### config.mk
export PLATFORM = sky130hd
export DESIGN_NAME = srq_top
export DESIGN_NICKNAME = d
export VERILOG_FILES = /design/src/shared/srq_pkg.sv /design/src/design/srq_top.sv
export SDC_FILE = /design/constraint.sdc
export NUM_CORES = 1
export LEC_CHECK = 0
export BUFFER_PORTS_ARGS = -buffer_cell sky130_fd_sc_hd__buf_2
export CORE_UTILIZATION = 50
export DETAILED_ROUTE_END_ITERATION = 12
export GPL_ROUTABILITY_DRIVEN = 0
export PLACE_DENSITY = 0.78
export SYNTH_ARGS = -nofsm -noshare
export SYNTH_HDL_FRONTEND = slang
export SYNTH_SLANG_ARGS = --single-unit
### constraint.sdc
create_clock -name sys_clk_i -period 5.3 [get_ports sys_clk_i]
set_input_delay 1.06 -clock sys_clk_i [delete_from_list [all_inputs] [get_ports sys_clk_i]]
set_output_delay 1.06 -clock sys_clk_i [all_outputs]
set_load 0.05 [all_outputs]
### src/shared/srq_pkg.sv
// package: constants and carrier types for the sdram read queue buffers
// assumes: one clock, registers reached over a plain strobe port
// ==========================================================================
package srq_pkg;
  localparam logic [23:0] CFG_OFFSET  = 24'h3A0210;
  localparam int          EN_BIT      = 0;
  localparam int          AREA13_BIT  = 1;
  localparam int          AREA14_BIT  = 2;
  localparam int          FAST_BIT    = 3;
  localparam logic [15:0] CFG_RESET   = 16'h0000;
  localparam logic [3:0]  CFG_MASK    = 4'hF;
  localparam int          SLOT_WORDS  = 8;
  localparam int          DBUF_WORDS  = 2;

  typedef enum logic [4:0] {
    SRQ_IDLE  = 5'b00001,
    SRQ_DFILL = 5'b00010,
    SRQ_IFILL = 5'b00100,
    SRQ_WRITE = 5'b01000,
    SRQ_DONE  = 5'b10000
  } srq_state_t;

  // processor side request
  typedef struct packed {
    logic        rd;
    logic        wr;
    logic        ifetch;
    logic [24:1] addr;
    logic [15:0] wdata;
  } srq_req_t;

  // memory side request
  typedef struct packed {
    logic        rd;
    logic        wr;
    logic [3:0]  len;
    logic [24:1] addr;
    logic [15:0] wdata;
  } srq_mreq_t;
endpackage

### src/design/srq_top.sv
// module: read queue buffers between bus control unit and memory ctrl block
// assumes: requests held stable until ack; memory returns beats in order
`timescale 1ns/1ps
module srq_top (
  input  wire logic             sys_clk_i,
  input  wire logic             rstn_i,
  input  wire logic [23:0]      reg_addr_i,
  input  wire logic [15:0]      reg_wdata_i,
  input  wire logic             reg_wr_i,
  input  wire logic             reg_rd_i,
  output logic      [15:0]      reg_rdata_o,
  input  wire srq_pkg::srq_req_t cpu_req_i,
  output logic      [15:0]      cpu_rdata_o,
  output logic                  cpu_wait_o,
  output logic                  cpu_ack_o,
  output srq_pkg::srq_mreq_t    mem_req_o,
  input  wire logic [15:0]      mem_rdata_i,
  input  wire logic             mem_rvalid_i,
  input  wire logic             mem_wdone_i,
  output logic                  fast_access_select_o,
  output logic                  upper_area_memory_select_o,
  output logic                  lower_area_memory_select_o
);
  import srq_pkg::*;

  // ========================================================================
  // configuration register
  logic [3:0]  cfg;
  logic        prefetch_buffer_enable;
  assign prefetch_buffer_enable = cfg[EN_BIT];

  always_ff @(posedge sys_clk_i or negedge rstn_i) begin
    if (!rstn_i) begin
      cfg <= CFG_RESET[3:0];
    end else if (reg_wr_i && reg_addr_i == CFG_OFFSET) begin
      cfg <= reg_wdata_i[3:0] & CFG_MASK;
    end
  end

  always_ff @(posedge sys_clk_i or negedge rstn_i) begin
    if (!rstn_i) begin
      reg_rdata_o <= 16'h0000;
    end else if (reg_rd_i && reg_addr_i == CFG_OFFSET) begin
      reg_rdata_o <= {12'h000, cfg};
    end else begin
      reg_rdata_o <= 16'h0000;
    end
  end

  always_ff @(posedge sys_clk_i or negedge rstn_i) begin
    if (!rstn_i) begin
      fast_access_select_o       <= 1'b0;
      upper_area_memory_select_o <= 1'b0;
      lower_area_memory_select_o <= 1'b0;
    end else begin
      fast_access_select_o       <= cfg[FAST_BIT];
      upper_area_memory_select_o <= cfg[AREA14_BIT];
      lower_area_memory_select_o <= cfg[AREA13_BIT];
    end
  end

  // ========================================================================
  // storage and tags
  logic [15:0] read_data_buffer [DBUF_WORDS];
  logic [15:0] instruction_prefetch_buffer [2][SLOT_WORDS];
  logic [24:2] dtag;
  logic        dvalid;
  logic [24:4] itag [2];
  logic [1:0]  ivalid;
  logic        next_slot;

  function automatic logic in_slot(input logic [24:4] tag, input logic v,
                                   input logic [24:1] a);
    return v && tag == a[24:4];
  endfunction

  // ========================================================================
  // hit decode
  srq_req_t    rq;
  logic        ihit0;
  logic        ihit1;
  logic        ihit;
  logic        dhit;
  logic        use_iq;
  logic        corner;
  // request still stands in its ack cycle: do not take it twice
  always_comb begin
    rq = cpu_req_i;
    if (cpu_ack_o) begin
      rq = '0;
    end
  end
  assign ihit0  = in_slot(itag[0], ivalid[0], rq.addr);
  assign ihit1  = in_slot(itag[1], ivalid[1], rq.addr);
  assign ihit   = ihit0 | ihit1;
  assign dhit   = dvalid && dtag == rq.addr[24:2];
  assign corner = rq.addr[3:2] == 2'b11;
  // prefetch off: every read goes via read buffer
  assign use_iq = prefetch_buffer_enable && rq.ifetch && (ihit || !corner);

  // ========================================================================
  // sequencer
  srq_state_t  state;
  logic [3:0]  beat;

  always_ff @(posedge sys_clk_i or negedge rstn_i) begin
    if (!rstn_i) begin
      state       <= SRQ_IDLE;
      beat        <= 4'h0;
      cpu_wait_o  <= 1'b0;
      cpu_ack_o   <= 1'b0;
      cpu_rdata_o <= 16'h0000;
      mem_req_o   <= '0;
    end else begin
      cpu_ack_o <= 1'b0;
      case (state)
        SRQ_IDLE: begin
          mem_req_o <= '0;
          if (rq.wr) begin
            cpu_wait_o      <= 1'b1;
            mem_req_o.wr    <= 1'b1;
            mem_req_o.addr  <= rq.addr;
            mem_req_o.wdata <= rq.wdata;
            state           <= SRQ_WRITE;
          end else if (rq.rd && use_iq && ihit) begin
            cpu_rdata_o <= instruction_prefetch_buffer[ihit1][rq.addr[3:1]];
            cpu_ack_o   <= 1'b1;
          end else if (rq.rd && !use_iq && dhit) begin
            cpu_rdata_o <= read_data_buffer[rq.addr[1]];
            cpu_ack_o   <= 1'b1;
          end else if (rq.rd && use_iq) begin
            cpu_wait_o     <= 1'b1;
            mem_req_o.rd   <= 1'b1;
            mem_req_o.len  <= 4'(SLOT_WORDS);
            mem_req_o.addr <= {rq.addr[24:4], 3'b000};
            beat           <= 4'h0;
            state          <= SRQ_IFILL;
          end else if (rq.rd) begin
            cpu_wait_o     <= 1'b1;
            mem_req_o.rd   <= 1'b1;
            mem_req_o.len  <= 4'(DBUF_WORDS);
            mem_req_o.addr <= {rq.addr[24:2], 1'b0};
            beat           <= 4'h0;
            state          <= SRQ_DFILL;
          end
        end
        SRQ_DFILL: begin
          mem_req_o.rd <= 1'b0;
          if (mem_rvalid_i) begin
            beat <= beat + 4'h1;
            if (beat == 4'(DBUF_WORDS - 1)) begin
              state <= SRQ_DONE;
            end
          end
        end
        SRQ_IFILL: begin
          mem_req_o.rd <= 1'b0;
          if (mem_rvalid_i) begin
            beat <= beat + 4'h1;
            if (beat == 4'(SLOT_WORDS - 1)) begin
              state <= SRQ_DONE;
            end
          end
        end
        SRQ_WRITE: begin
          mem_req_o.wr <= 1'b0;
          if (mem_wdone_i) begin
            cpu_wait_o <= 1'b0;
            cpu_ack_o  <= 1'b1;
            state      <= SRQ_IDLE;
          end
        end
        SRQ_DONE: begin
          cpu_wait_o <= 1'b0;
          state      <= SRQ_IDLE;
        end
        default: begin
          state <= SRQ_IDLE;
        end
      endcase
    end
  end

  // ========================================================================
  // read buffer fill, always active
  always_ff @(posedge sys_clk_i) begin
    if (state == SRQ_DFILL && mem_rvalid_i) begin
      read_data_buffer[beat[0]] <= mem_rdata_i;
    end
  end

  always_ff @(posedge sys_clk_i or negedge rstn_i) begin
    if (!rstn_i) begin
      dvalid <= 1'b0;
      dtag   <= '0;
    end else if (state == SRQ_IDLE && rq.wr && dhit) begin
      dvalid <= 1'b0;
    end else if (state == SRQ_IDLE && rq.rd && !use_iq && !dhit) begin
      dvalid <= 1'b0;
      dtag   <= rq.addr[24:2];
    end else if (state == SRQ_DFILL && mem_rvalid_i && beat == 4'(DBUF_WORDS - 1)) begin
      dvalid <= 1'b1;
    end
  end

  // ========================================================================
  // prefetch slot fill, slots alternate
  always_ff @(posedge sys_clk_i) begin
    if (state == SRQ_IFILL && mem_rvalid_i) begin
      instruction_prefetch_buffer[next_slot][beat[2:0]] <= mem_rdata_i;
    end
  end

  always_ff @(posedge sys_clk_i or negedge rstn_i) begin
    if (!rstn_i) begin
      ivalid    <= 2'b00;
      itag[0]   <= '0;
      itag[1]   <= '0;
      next_slot <= 1'b0;
    end else if (state == SRQ_IDLE && rq.wr) begin
      if (ihit0) begin
        ivalid[0] <= 1'b0;
      end
      if (ihit1) begin
        ivalid[1] <= 1'b0;
      end
    end else if (state == SRQ_IDLE && rq.rd && use_iq && !ihit) begin
      ivalid[next_slot] <= 1'b0;
      itag[next_slot]   <= rq.addr[24:4];
    end else if (state == SRQ_IFILL && mem_rvalid_i && beat == 4'(SLOT_WORDS - 1)) begin
      ivalid[next_slot] <= 1'b1;
      next_slot         <= ~next_slot;
    end
  end
endmodule

==> results.py <==
metrics = {
    "outcome": {
        "status": "complete, no violations",
    },
    "worst_hold_path": {
        "hold_depth": 0,
        "hold_path_class": "reg -> reg",
        "worstHoldStart": "cfg[2]",
        "holdPathEnd": "upper_area_memory_select_o",
    },
    "sta": {
        "max_slew.worst_pin.slew_ns": 1.13,
        "finalSetupTns_ns": 0,
        "setup_viol": 0,
        "finalMaxSlewViolations": 0,
        "period_needed_ns": 3.74,
        "maxSlewHeadroom_pct": 24.7,
        "finalCritPeriodShare_pct": 70.5,
        "finalWorstSetupSlack_ns": 1.56,
        "clock_skew_ns": 0.0270,
        "hold_violations": 0,
        "max_freq_mhz": 268,
        "rsz0062_at_grt": "false",
    },
    "floorplanning": {
        "initial_utilization_pct": 50.7,
        "fp.dieH_um": 197,
        "core_area_um2": 37500,
        "pin_count": 188,
        "die-area_um2": 38800,
        "fp.dieW_um": 197,
        "num_rows": 71,
    },
    "setup_path": {
        "path_class": "reg -> reg",
        "path_cells": "buf_12 > inv_1 > buf_4 > o41ai_1 > nand4_1 > nor4_1 > o21ai_2 > a31o_2 > a32o_1",
        "reg2reg_from": "cpu_ack_o",
        "crit_family": "compound AO/OA/AOI/OAI gates",
        "r2r_setup_slack_ns": 1.56,
        "start_kind": "register",
        "crit_slowest_cell": "nor4_1",
        "required_ns": 5.77,
        "critPathArrivalTime_ns": 4.20,
        "r2r_end": "mem_req_o[28]",
        "critical_path.max_stage_delay_ns": 0.80,
        "r2r_cells": 9,
        "crit_fanout": 70,
        "worstSetupEndpointType": "register",
        "path_buf_inv": 3,
    },
    "logic_synthesis": {
        "synth_cell_types": 72,
        "synth_top_area_cell": "edfxtp_1",
        "syn_area_per_cell_um2": 12.6,
        "synthTopCellsByCount": "288 x edfxtp_1, 179 x nand2_1, 150 x dfrtp_1",
        "synth_edf_count": 288,
        "synth.ff_latch_count": 439,
        "synth_most_common_cell": "edfxtp_1",
        "syn_area_um2": 19000,
        "synthFlopType": "edfxtp_1",
        "yosysWarnings": 0,
        "yosysSeqAreaShare_pct": 65.4,
        "synth_area_leaders": "edfxtp_1 46%, dfrtp_1 20%, nand2_1 3.5%, a21oi_1 3.1%, mux2_2 3.0%",
        "synth_top_cell_area_share_pct": 45.5,
        "syn_inst": 1505,
        "async_flop_share_pct": 34.4,
    },
    "detailed_routing": {
        "drc": 0,
        "drt_iter0_drc": 1251,
        "dr_wl_met2_mm": 23.2,
        "drtAntennaViolNets": 0,
        "post_drt_via_cell_ratio": 6.05,
        "wl_mm": 48.3,
        "wl_met1_mm": 18.8,
        "wl_per_cell_um": 22.0,
        "route.met3.wl_mm": 4.57,
        "topRoutingLayerUsed": "met5",
        "drtPass1Iterations": 7,
        "vias": 13300,
    },
    "placed_design": {
        "place_inst": 2116,
        "place_area_um2": 20300,
        "dp_hpwl_mm": 30.0,
        "port_buffers": 161,
        "place_ws_ns": 1.21,
    },
    "power": {
        "p_total_uw": 9450,
        "leakage_uw": 0.00835,
        "power_density_nw_per_um2": 434,
        "p_seq_share_pct": 43.7,
        "switching_share_pct": 31.8,
        "switching_power_uw": 3000,
        "p_int_uw": 6440,
        "p_comb_share_pct": 23.2,
        "clock_power_share_pct": 33.1,
        "irDropWorstVdd_v": 0.000328,
    },
    "clock_tree": {
        "post_cts_buffers": 0,
        "cts_buffers": 44,
        "cts_tree": "built",
        "clock_latency_ns": 0.58,
        "cts_resized": 0,
        "clkTransAtPathRegs_ns": 0.06,
        "postCtsHoldBufs": 0,
        "clock-root-buffer": "clkbuf_16",
        "clockBufferDepth": 3,
        "cts_htree_levels": 2,
        "cts.sinks": 439,
    },
    "layout": {
        "fillers": 2935,
        "final_nets": 1758,
        "fin_cells": 2201,
        "area_growth_pct": 14.6,
        "fin_area_um2": 21800,
        "drive_gt1_share_pct": 20.0,
    },
    "global_route": {
        "grt_pass1_vias": 12900,
        "overflow": 0,
        "grtUsageTotal_pct": 25.0,
        "antenna_found_initial": 6,
        "grt_max_degree": 74,
        "grt_pass1_wl_mm": 73.5,
    },
    "run": {
        "cap_violations": 0,
    },
}
## cells by family (layout without fill, tap and decap cells)
logic type	Yosys count	in the layout	synth area share, %
AO/OA/AOI/OAI	402	402	13.7
XOR/XNOR	25	25	1.15
adder cells (fa/ha/maj)	2	2	0.132
buffers and inverters	136	305	3.47
flip-flops	439	439	65.4
multiplexers	103	103	5.77
other	1	17	0.0197
AND/OR/NAND/NOR	397	397	10.3
## metal layers
layer / GRT usage (%) / vias to the layer above
met3: 5.42 / 127
met1: 32.0 / 6534
met4: 10.8 / 8
met2: 41.0 / 697
li1: - / 5951
met5: 0 / -
## worst max path at each step
stage	startpoint	end	slack (ns)	cells after the start
after global routing	cpu_ack_o	mem_req_o[28]	1.30	9
after CTS	cpu_ack_o	mem_req_o[28]	1.58	9
after detailed placement	cpu_req_i[25]	itag[36]	1.21	8
after global placement	cpu_req_i[38]	itag[35]	1.31	8
after floorplan	cpu_req_i[25]	dtag[16]	2.05	11
final	cpu_ack_o	mem_req_o[28]	1.56	9
## sequential cells by signal, summed over array words and instances, names as in the netlist, 2 cells and up
signal,count
read_data_buffer,32
dtag,23
cfg,4
itag,42
instruction_prefetch_buffer,256
ivalid,2
cpu_rdata_o,16
beat,4
state,5
mem_req_o,44
reg_rdata_o,4
## power by group through the flow
stage,Clock (uW),Sequential (uW),Combinational (uW)
after floorplan,0,4640,1150
after global placement,0,4180,2120
after detailed placement,0,4200,2170
after CTS,3160,4130,2180
after global routing,3290,4160,2360
final,3130,4130,2190
## metrics by stage
| step | hold WS (ns) | utilization [%] |
|---|---|---|
| 3_3_place_gp | 0.371 | 54.2 |
| 2_1_floorplan | 0.363 | - |
| 4_1_cts | 0.387 | 58.0 |
| 3_5_place_dp | 0.375 | 54.2 |
| 5_1_grt | 0.414 | 58.0 |
| 6_report | 0.387 | 58.0 |
## cell usage in the layout, fill, tap and decap left out, drive strengths merged, types with 21 or more instances in the layout
| master | n |
|---|---|
| dfrtp | 150 |
| a21oi | 120 |
| o221ai | 35 |
| a22o | 21 |
| clkbuf | 64 |
| edfxtp | 288 |
| inv | 24 |
| xnor2 | 23 |
| buf | 201 |
| mux2i | 51 |
| o21ai | 86 |
| nor2 | 82 |
| nor2b | 21 |
| a211oi | 36 |
| nand2 | 179 |
| o22ai | 22 |
| mux2 | 52 |
## layout make-up
| cell class | count | area, um2 | share of cell area, % |
|---|---|---|---|
| antenna | 3 | 7.51 | 0.0345 |
| clock buffer | 64 | 1250 | 5.73 |
| clock inverter | 18 | 195 | 0.897 |
| inverter | 22 | 82.6 | 0.380 |
| multi-input combinational | 943 | 6020 | 27.7 |
| sequential | 439 | 12400 | 57.1 |
| tap | 511 | 639 | 2.94 |
| timing repair buffer | 201 | 1140 | 5.23 |
(Power assumes the default switching activity.)
